==> config.mk <==
export PLATFORM = sky130hd
export DESIGN_NAME = smbsra_top
export DESIGN_NICKNAME = d
export VERILOG_FILES = /design/src/rtl/smbsra_pkg.sv /design/src/rtl/smbsra_sync.sv /design/src/rtl/smbsra_top.sv
export SDC_FILE = /design/constraint.sdc
export NUM_CORES = 1
export LEC_CHECK = 0
export BUFFER_PORTS_ARGS = -buffer_cell sky130_fd_sc_hd__buf_2
export CAP_MARGIN = 20
export CORE_ASPECT_RATIO = 1.5
export CORE_UTILIZATION = 50
export CTS_CLUSTER_DIAMETER = 120
export CTS_CLUSTER_SIZE = 40
export DETAILED_ROUTE_END_ITERATION = 10
export PLACE_DENSITY = 0.78
export SYNTH_ARGS = -nofsm -noshare
export SYNTH_HDL_FRONTEND = slang
export SYNTH_SLANG_ARGS = --single-unit
==> constraint.sdc <==
create_clock -name core_clk -period 2.9 [get_ports core_clk]
set_input_delay 0.435 -clock core_clk [delete_from_list [all_inputs] [get_ports core_clk]]
set_output_delay 0.435 -clock core_clk [all_outputs]
set_load 0.01 [all_outputs]
==> src/rtl/smbsra_pkg.sv <==
// Contract
// - Device is slave only; master clocks SCL.
// - Nine clocks per byte, no gaps.
// - SDA changes only while SCL low.
// - Detect start and stop conditions.
// - Acknowledge every addressed byte, whole ninth clock.
// - Enable pin is open-drain input at power-on.
// - Enable strap high gives default address.
// - Straps select 2Ch, 2Dh or 2Eh.
// - Latch address on first prefix-matching transaction; code latches only when the address also equals the strap-selected address.
// - Strap pins revert after first transaction.
// - Acknowledge address only when it matches.
// - Support one or two data bytes.
// - First write byte loads the pointer, acknowledged.
// - Invalid pointer abandons the operation.
// - Pointer keeps its value between transactions.
// - Store write bytes, stop ends write.
// - Without repeated start, bytes are write data.
// - Read data starts next clock, MSB first.
// - Timeout returns state machine to idle.
// - SCL low 25 to 35 ms releases SDA.
package smbsra_pkg;

    // ==========================================================
    // Addressing and timing
    // ==========================================================
    localparam logic [4:0] ADDR_PREFIX     = 5'h0B;   // 0 1011b
    localparam logic [6:0] ADDR_EN_LO_SEL0 = 7'h2C;
    localparam logic [6:0] ADDR_EN_LO_SEL1 = 7'h2D;
    localparam logic [6:0] ADDR_DEFAULT    = 7'h2E;
    localparam int         CLK_MHZ         = 100;
    localparam int         TIMEOUT_MIN_MS  = 25;
    localparam int         TIMEOUT_MAX_MS  = 35;
    // Fire at 30 ms, inside the window.
    localparam int         TIMEOUT_MS      = (TIMEOUT_MIN_MS + TIMEOUT_MAX_MS) / 2;
    localparam int         TIMEOUT_CYC     = TIMEOUT_MS * 1000 * CLK_MHZ;
    localparam int         BITS_PER_BYTE   = 8;
    localparam logic [3:0] ACK_SLOT        = 4'h8;    // Ninth clock, index 8.
    localparam logic [7:0] PTR_RESET       = 8'h00;

    typedef enum logic [5:0] {
        SMBSRA_IDLE = 6'b000001,
        SMBSRA_ADDR = 6'b000010,
        SMBSRA_PTR  = 6'b000100,
        SMBSRA_WDAT = 6'b001000,
        SMBSRA_RDAT = 6'b010000,
        SMBSRA_IGN  = 6'b100000
    } smbsra_state_t;

endpackage

==> src/rtl/smbsra_sync.sv <==
`timescale 1ns/1ps
// ==========================================================
// Three-stage pin synchroniser with agreement filter
// ==========================================================
module smbsra_sync (
    input  wire logic clk,      // Core clock.
    input  wire logic rst_n,    // Synchronised reset, active low.
    input  wire logic din,      // Asynchronous pin level.
    output logic      dout      // Filtered level.
);
    logic s1;
    logic s2;
    logic s3;

    // A change counts only once the second and third stages agree.
    always_ff @(posedge clk or negedge rst_n) begin
        if (!rst_n) begin
            s1   <= 1'b1;
            s2   <= 1'b1;
            s3   <= 1'b1;
            dout <= 1'b1;
        end else begin
            s1 <= din;
            s2 <= s1;
            s3 <= s2;
            if (s2 == s3) begin
                dout <= s3;
            end
        end
    end
endmodule

==> src/rtl/smbsra_top.sv <==
`timescale 1ns/1ps
// ==========================================================
// SMBus slave with pointer-based register access
// ==========================================================
module smbsra_top #(
    parameter int TIMEOUT_CYC = smbsra_pkg::TIMEOUT_CYC  // Bus timeout in cycles.
) (
    input  wire logic       core_clk,        // 100 MHz core clock.
    input  wire logic       rst_n,           // Asynchronous reset, active low.
    input  wire logic       serial_clock_pin,// SCL level from the bus.
    input  wire logic       serial_data_i,   // SDA level from the bus.
    output logic            serial_data_o,   // SDA drive value, always zero.
    output logic            serial_data_oe,  // SDA pull-low enable.
    input  wire logic       addr_strap_enable_i, // Enable strap / PWM pin level.
    output logic            fan_pwm_out_three_o, // PWM drive value, always zero.
    output logic            fan_pwm_out_three_oe,// PWM pull-low enable.
    input  wire logic       fan_speed_in_four,   // Select strap / tach pin.
    input  wire logic       fan_pwm_req,     // Fan PWM level from fan control.
    output logic            fan_tach_four,   // Tach level to fan logic.
    output logic            strap_done,      // Strap phase over, pins normal.
    output logic [7:0]      reg_ptr,         // Register pointer.
    input  wire logic       reg_ptr_valid,   // Pointer names a register.
    output logic            reg_wr,          // Write strobe, one cycle.
    output logic [7:0]      reg_wdata,       // Write data.
    input  wire logic [7:0] reg_rdata,       // Read data at pointer.
    output logic            reg_rd           // Read byte fetched, one cycle.
);
    // ==========================================================
    // Reset release and input sampling
    // ==========================================================
    logic rst_m;
    logic rst_s;
    always_ff @(posedge core_clk or negedge rst_n) begin
        if (!rst_n) begin
            rst_m <= 1'b0;
            rst_s <= 1'b0;
        end else begin
            rst_m <= 1'b1;
            rst_s <= rst_m;
        end
    end

    logic scl;
    logic sda;
    logic strap_en;
    logic strap_sel;
    smbsra_sync u_scl (.clk(core_clk), .rst_n(rst_s), .din(serial_clock_pin), .dout(scl));
    smbsra_sync u_sda (.clk(core_clk), .rst_n(rst_s), .din(serial_data_i), .dout(sda));
    smbsra_sync u_aen (.clk(core_clk), .rst_n(rst_s), .din(addr_strap_enable_i),
                       .dout(strap_en));
    smbsra_sync u_sel (.clk(core_clk), .rst_n(rst_s), .din(fan_speed_in_four),
                       .dout(strap_sel));

    logic scl_q;
    logic sda_q;
    always_ff @(posedge core_clk or negedge rst_s) begin
        if (!rst_s) begin
            scl_q <= 1'b1;
            sda_q <= 1'b1;
        end else begin
            scl_q <= scl;
            sda_q <= sda;
        end
    end

    // Edges and bus conditions; the master alone makes them.
    wire scl_rise = scl & ~scl_q;
    wire scl_fall = ~scl & scl_q;
    wire start_c  = scl & scl_q & sda_q & ~sda;
    wire stop_c   = scl & scl_q & ~sda_q & sda;

    // ==========================================================
    // Bus timeout counter
    // ==========================================================
    logic [31:0] to_cnt;
    logic        timeout;
    // SCL held low for TIMEOUT_CYC cycles, inside the window, resets the interface.
    always_ff @(posedge core_clk or negedge rst_s) begin
        if (!rst_s) begin
            to_cnt  <= 32'h0000_0000;
            timeout <= 1'b0;
        end else begin
            timeout <= 1'b0;
            if (scl) begin
                to_cnt <= 32'h0000_0000;
            end else if (to_cnt == 32'(TIMEOUT_CYC - 1)) begin
                to_cnt  <= 32'h0000_0000;
                timeout <= 1'b1;
            end else begin
                to_cnt <= to_cnt + 32'h0000_0001;
            end
        end
    end

    // ==========================================================
    // Address selection from straps
    // ==========================================================
    // The strap level is caught by the clock, never by the reset.
    wire [6:0] strap_addr = strap_en  ? smbsra_pkg::ADDR_DEFAULT :
                            strap_sel ? smbsra_pkg::ADDR_EN_LO_SEL1 :
                                        smbsra_pkg::ADDR_EN_LO_SEL0;
    logic       addr_locked;
    logic [6:0] own_addr;
    wire  [6:0] cur_addr = addr_locked ? own_addr : strap_addr;

    // ==========================================================
    // Serial state machine
    // ==========================================================
    smbsra_pkg::smbsra_state_t state;
    logic [3:0] bit_idx;
    logic [7:0] shreg;
    logic       rw;
    logic       ack_drive;
    logic       tx_drive;
    logic       first_done;
    logic       in_txn;
    logic       ack_pend;

    wire byte_done  = scl_rise && bit_idx == 4'(smbsra_pkg::BITS_PER_BYTE - 1);
    wire in_ack     = bit_idx == smbsra_pkg::ACK_SLOT;
    wire [7:0] rx_byte = {shreg[6:0], sda};
    wire addr_hit   = rx_byte[7:1] == cur_addr;
    wire pfx_hit    = rx_byte[7:3] == smbsra_pkg::ADDR_PREFIX;

    // Byte framing: eight data clocks then one acknowledge clock.
    always_ff @(posedge core_clk or negedge rst_s) begin
        if (!rst_s) begin
            state       <= smbsra_pkg::SMBSRA_IDLE;
            bit_idx     <= 4'h0;
            shreg       <= 8'h00;
            rw          <= 1'b0;
            ack_drive   <= 1'b0;
            tx_drive    <= 1'b0;
            reg_ptr     <= smbsra_pkg::PTR_RESET;
            reg_wr      <= 1'b0;
            reg_rd      <= 1'b0;
            reg_wdata   <= 8'h00;
            addr_locked <= 1'b0;
            own_addr    <= smbsra_pkg::ADDR_DEFAULT;
            first_done  <= 1'b0;
            in_txn      <= 1'b0;
            ack_pend    <= 1'b0;
        end else begin
            reg_wr <= 1'b0;
            reg_rd <= 1'b0;
            if (timeout) begin
                state     <= smbsra_pkg::SMBSRA_IDLE;
                ack_drive <= 1'b0;
                ack_pend  <= 1'b0;
                tx_drive  <= 1'b0;
                in_txn    <= 1'b0;
            end else if (start_c) begin
                state     <= smbsra_pkg::SMBSRA_ADDR;
                ack_pend  <= 1'b0;
                bit_idx   <= 4'h0;
                ack_drive <= 1'b0;
                tx_drive  <= 1'b0;
            end else if (stop_c) begin
                state     <= smbsra_pkg::SMBSRA_IDLE;
                ack_pend  <= 1'b0;
                ack_drive <= 1'b0;
                tx_drive  <= 1'b0;
                if (in_txn) begin
                    first_done <= 1'b1;
                end
                in_txn <= 1'b0;
            end else if (state != smbsra_pkg::SMBSRA_IDLE) begin
                if (scl_rise && !in_ack) begin
                    shreg <= rx_byte;
                end
                if (scl_rise) begin
                    bit_idx <= in_ack ? 4'h0 : bit_idx + 4'h1;
                end
                // Shift read data out on each falling edge, MSB first; the
                // register shifts on every data-clock rise, so its top bit is always next.
                if (scl_fall && state == smbsra_pkg::SMBSRA_RDAT && !in_ack) begin
                    if (bit_idx == 4'h0) begin
                        tx_drive <= ~reg_rdata[7];
                        shreg    <= reg_rdata;
                        reg_rd   <= 1'b1;
                    end else begin
                        tx_drive <= ~shreg[7];
                    end
                end
                // SDA moves only while SCL is low: the acknowledge goes on at the
                // fall after the eighth clock and off at the fall after the ninth.
                if (scl_fall && in_ack) begin
                    ack_drive <= ack_pend;
                    ack_pend  <= 1'b0;
                    tx_drive  <= 1'b0;
                end else if (scl_fall && bit_idx == 4'h0) begin
                    ack_drive <= 1'b0;
                end
                if (byte_done) begin
                    unique case (state)
                        smbsra_pkg::SMBSRA_ADDR: begin
                            if (addr_hit && (addr_locked || pfx_hit)) begin
                                ack_pend    <= 1'b1;
                                rw          <= sda;
                                in_txn      <= 1'b1;
                                addr_locked <= 1'b1;
                                own_addr    <= cur_addr;
                                state       <= sda ? smbsra_pkg::SMBSRA_RDAT
                                                   : smbsra_pkg::SMBSRA_PTR;
                            end else begin
                                state <= smbsra_pkg::SMBSRA_IGN;
                            end
                        end
                        smbsra_pkg::SMBSRA_PTR: begin
                            reg_ptr   <= rx_byte;
                            ack_pend  <= 1'b1;
                            state     <= smbsra_pkg::SMBSRA_WDAT;
                        end
                        smbsra_pkg::SMBSRA_WDAT: begin
                            if (reg_ptr_valid) begin
                                reg_wdata <= rx_byte;
                                reg_wr    <= 1'b1;
                                ack_pend  <= 1'b1;
                            end else begin
                                state <= smbsra_pkg::SMBSRA_IGN;
                            end
                        end
                        smbsra_pkg::SMBSRA_RDAT: begin
                            ack_pend <= 1'b0;                   // The master answers.
                        end
                        smbsra_pkg::SMBSRA_IGN: begin
                        end
                        default: begin
                            state <= smbsra_pkg::SMBSRA_IDLE;
                        end
                    endcase
                end
                // Master NACK ends the read; wait for stop.
                if (scl_rise && in_ack && state == smbsra_pkg::SMBSRA_RDAT && sda) begin
                    state <= smbsra_pkg::SMBSRA_IGN;
                end
                // Invalid pointer abandons a read too.
                if (state == smbsra_pkg::SMBSRA_RDAT && !reg_ptr_valid && !in_ack
                    && bit_idx == 4'h0 && !tx_drive) begin
                    state <= smbsra_pkg::SMBSRA_IGN;
                end
            end
        end
    end

    // ==========================================================
    // Pin drivers
    // ==========================================================
    // SDA is only ever pulled low or released.
    assign serial_data_o        = 1'b0;
    assign serial_data_oe       = ack_drive | tx_drive;
    assign strap_done           = first_done;
    // Strap pins are inputs until the first transaction completes.
    assign fan_pwm_out_three_o  = 1'b0;
    assign fan_pwm_out_three_oe = first_done & ~fan_pwm_req;
    assign fan_tach_four        = first_done & strap_sel;

    // ==========================================================
    // Checks
    // ==========================================================
    stop_idle_a: assert property (@(posedge core_clk) disable iff (!rst_s)
        stop_c && !timeout |=> state == smbsra_pkg::SMBSRA_IDLE && !serial_data_oe)
        else $error("stop did not return to idle");
    start_addr_a: assert property (@(posedge core_clk) disable iff (!rst_s)
        start_c && !timeout |=> state == smbsra_pkg::SMBSRA_ADDR && bit_idx == 4'h0)
        else $error("start did not enter address phase");
    timeout_rel_a: assert property (@(posedge core_clk) disable iff (!rst_s)
        timeout |=> !serial_data_oe && state == smbsra_pkg::SMBSRA_IDLE)
        else $error("timeout did not release bus");
    pins_strap_a: assert property (@(posedge core_clk) disable iff (!rst_s)
        !first_done |-> !fan_pwm_out_three_oe)
        else $error("strap pin driven before first transaction");
    lock_keep_a: assert property (@(posedge core_clk) disable iff (!rst_s)
        addr_locked |=> addr_locked && own_addr == $past(own_addr))
        else $error("locked address changed");
    ptr_load_a: assert property (@(posedge core_clk) disable iff (!rst_s)
        byte_done && state == smbsra_pkg::SMBSRA_PTR && !start_c && !stop_c && !timeout
        |=> reg_ptr == $past(rx_byte) && ack_pend)
        else $error("pointer byte not loaded and acknowledged");
    ptr_hold_a: assert property (@(posedge core_clk) disable iff (!rst_s)
        state != smbsra_pkg::SMBSRA_PTR |=> reg_ptr == $past(reg_ptr))
        else $error("pointer changed outside pointer phase");
    addr_miss_a: assert property (@(posedge core_clk) disable iff (!rst_s)
        byte_done && state == smbsra_pkg::SMBSRA_ADDR && !addr_hit && !start_c
        && !stop_c && !timeout |=> !serial_data_oe && !ack_pend)
        else $error("acknowledged foreign address");
    wr_valid_a: assert property (@(posedge core_clk) disable iff (!rst_s)
        reg_wr |-> $past(reg_ptr_valid))
        else $error("write to invalid pointer");
    ack_hold_a: assert property (@(posedge core_clk) disable iff (!rst_s)
        scl_fall && in_ack && ack_pend && !start_c && !stop_c && !timeout |=> serial_data_oe)
        else $error("acknowledge not driven in ninth clock");
    ack_slot_a: assert property (@(posedge core_clk) disable iff (!rst_s)
        ack_drive |-> bit_idx == smbsra_pkg::ACK_SLOT || bit_idx == 4'h0)
        else $error("acknowledge outside its clock");
    sda_lowclk_a: assert property (@(posedge core_clk) disable iff (!rst_s)
        $changed(serial_data_oe) |-> !scl)
        else $error("SDA drive changed while SCL high");
    nack_end_a: assert property (@(posedge core_clk) disable iff (!rst_s)
        scl_rise && in_ack && sda && state == smbsra_pkg::SMBSRA_RDAT
        && !start_c && !stop_c && !timeout |=> state == smbsra_pkg::SMBSRA_IGN)
        else $error("master refusal did not end the read");
endmodule
==> impl_metrics.json <==
{
  "cts.sinks": 102,
  "cts_resized": 0,
  "yosysSeqAreaShare_pct": 52.91,
  "timing.hold.ws_ps": 181.3,
  "syn_avg_cell_area_um2": 11.29,
  "htreeDepth": 3,
  "ff_latch_area_um2": 2585,
  "async_flop_share_pct": 100.0,
  "vias": 3511,
  "antenna_found_initial": 0,
  "r2r-end": "to_cnt[9]",
  "core_area_um2": 9361,
  "io_buffers": 37,
  "fin_nets": 485,
  "slowest_delay_ps": 580,
  "finalClockSkew_ps": 5.967,
  "synth-seq-cells": 102,
  "cts_buffers": 9,
  "timing_hold_violations_final": 0,
  "critPathBufInv": 0,
  "cp-end-kind": "flop",
  "grt_pass1_wl_um": 16710,
  "ant_nets": 0,
  "cts_setup_buffers": 0,
  "grt_max_degree": 57,
  "synth_compound_area_share_pct": 9.618,
  "ff2ff_path_depth": 6,
  "synthSimpleGateAreaFrac_pct": 21.65,
  "status": "complete, no violations",
  "critPathArrivalTime_ps": 2490,
  "setup_tns_ps": 0,
  "synth_top_family_by_area": "simple AND/OR/NAND/NOR gates",
  "diodes": 0,
  "muxShareOfSynthArea_pct": 4.899,
  "grt.overflow.total": 0,
  "slew-limit-headroom_pct": 44.89,
  "globalplace.congestion": 0.9060,
  "slowest_stage": "or2_2",
  "dr.pass1.iters": 7,
  "crit_end": "to_cnt[9]",
  "cp-startpoint": "to_cnt[0]",
  "slew_viol_final": 0,
  "worstMarginPinSlew_ps": 819.1,
  "grt_pass1_vias": 3526,
  "crit_type": "flop to flop",
  "die_h_um": 123.0,
  "rows": 43,
  "synthXorXnorAreaFrac_pct": 6.643,
  "cp_max_fo": 32,
  "hpwlAfterDp_um": 7266,
  "path_clk_slew_ps": 70,
  "avgViaCountPerCell": 6.022,
  "grt.total_usage_pct": 22.27,
  "drc": 0,
  "critPathTopFamily": "simple AND/OR/NAND/NOR gates",
  "rsz0062_at_grt": "false",
  "max_freq_ghz": 0.4384,
  "cp-start-kind": "flop",
  "wirelength_um": 10380,
  "dieArea_um2": 10160,
  "fillers": 785,
  "min_period_over_period_pct": 78.66,
  "synth.distinct_cells": 74,
  "cts_tree": "done",
  "whs_path_depth": 1,
  "clockRootBuffer": "clkbuf_16",
  "drt_iter0_markers": 330,
  "required_ps": 3110,
  "crit_path_cell_trace": "ha_1, and4_1, nand3_1, nor4_1, or2_2, nor2_1",
  "multi_input_area_um2": 2177,
  "final_cell_mix": "dfrtp_1 (78), nor2_1 (43), buf_2 (38)",
  "r2r-start": "to_cnt[0]",
  "die_x_um": 82.65,
  "drv_cap": 0,
  "p_per_area_nw_per_um2": 646.7,
  "synth_edf_count": 0,
  "area_growth_pct": 11.54,
  "cts_buffer_depth": 2,
  "yosysWarnings": 0,
  "synthCells": 432,
  "cp.depth": 6,
  "netlist_area_um2": 4878,
  "r2r_slack_ps": 620,
  "peakVddDrop_v": 0.0004122,
  "yosys_most_used_dff": "dfrtp_1",
  "min_path_type": "input pin to flop",
  "p_leak_uw": 0.002516,
  "drive_above_1_share_pct": 26.11,
  "final_common_cell": "dfrtp_1",
  "wl_per_cell_um": 17.81,
  "clk_latency_ps": 350,
  "synthAdderAreaFrac_pct": 1.590,
  "io_pins": 40,
  "start_util_pct": 52.11,
  "period_needed_ps": 2281,
  "setup-violations-final": 0
}
==> layout make-up <==
type / count / share of cell area, %
Tap cell: 112 / 2.575
Timing Repair Buffer: 40 / 4.047
Sequential cell: 102 / 47.51
Multi-Input combinational cell: 304 / 40.01
Inverter: 9 / 0.6208
Clock inverter: 4 / 0.5289
Clock buffer: 12 / 4.714
==> kinds of logic (layout without fill, tap and decap cells) <==
| group | count (synthesis) | count (layout) |
|---|---|---|
| simple gates | 177 | 177 |
| flops | 102 | 102 |
| compound gates | 59 | 59 |
| xor+xnor | 37 | 37 |
| buf+inv | 27 | 65 |
| mux | 21 | 21 |
| fa+ha+maj | 7 | 7 |
| other cells | 2 | 3 |
==> worst min path at each step <==
stage,from,to,slack [ps]
2_1_floorplan,rst_n,rst_m,140
3_3_place_gp,rst_n,rst_m,220
4_1_cts,addr_strap_enable_i,u_aen.s1,180
5_1_grt,addr_strap_enable_i,u_aen.s1,180
3_5_place_dp,rst_n,rst_m,220
6_report,addr_strap_enable_i,u_aen.s1,180
==> registers in the layout, summed over array words and instances (netlist names), 4 cells and up <==
signal     flops
state          6
shreg          8
own_addr       7
bit_idx        4
reg_ptr        8
to_cnt        32
reg_wdata      8
==> where the power goes <==
part           leakage [uW]  total (uW)  switching, uW  internal (uW)
Clock              0.000143        1150            518            633
Combinational       0.00105         578            311            267
Sequential          0.00132        1790            230           1560
Total               0.00252        3520           1060           2460
==> timing repair <==
action | CTS | global route
hold buffers | 1 | 0
hold endpoints to repair | 2 | 0
setup endpoints to repair | 0 | 0
==> synth_stat cells, drive strengths merged, types with 3 or more instances <==
cell type	number	area, um^2
dfrtp	79	1977
nor2	44	167.7
nand2	31	123.9
xor2	25	219.0
dfstp	23	604.3
mux2	20	229.0
nand3	16	90.09
nand4	15	108.9
buf	13	70.06
xnor2	12	105.1
o21ai	10	50.04
inv	9	33.78
nor4	9	98.84
a21o	8	60.06
a22o	8	70.07
and3	7	43.79
nor2b	7	43.79
and2	6	38.79
nand2b	6	37.54
nand3b	6	45.04
nor3	6	41.29
clkbuf	5	20.01
a21oi	4	23.77
maj3	4	40.04
nand4b	4	35.03
o31ai	4	30.03
a311oi	3	43.80
and3b	3	27.53
ha	3	37.54
o211ai	3	22.52
==> stage by stage <==
step	cell area (um^2)	power, uW	utilization (%)	worst slack [ps]	instances
3_3_place_gp	5141	2335	54.92	575.5	565
4_1_cts	5436	3533	58.07	437.0	582
5_1_grt	5441	3672	58.13	397.4	583
3_5_place_dp	5141	2380	54.92	477.7	565
6_report	5441	3519	58.13	619.0	583
2_1_floorplan	4883	2204	-	917.4	433
==> worst register-to-register path, delay by kind of cell, from the launching register on <==
family | cells | cell delay [ps]
fa+ha+maj | 1 | 240
flops | 1 | 390
simple gates | 5 | 1520
==> layer usage <==
metal	share of wire, %	track usage (%)	routed length (um)	vias up
met1	39	26.05	4069	1757
met2	53	37.91	5527	105
met5	0	0	0	-
li1	-	-	-	1619
met3	4.2	4.354	441	30
met4	3.3	11.53	345	0
No activity file was read; power rests on OpenSTA's default activity.
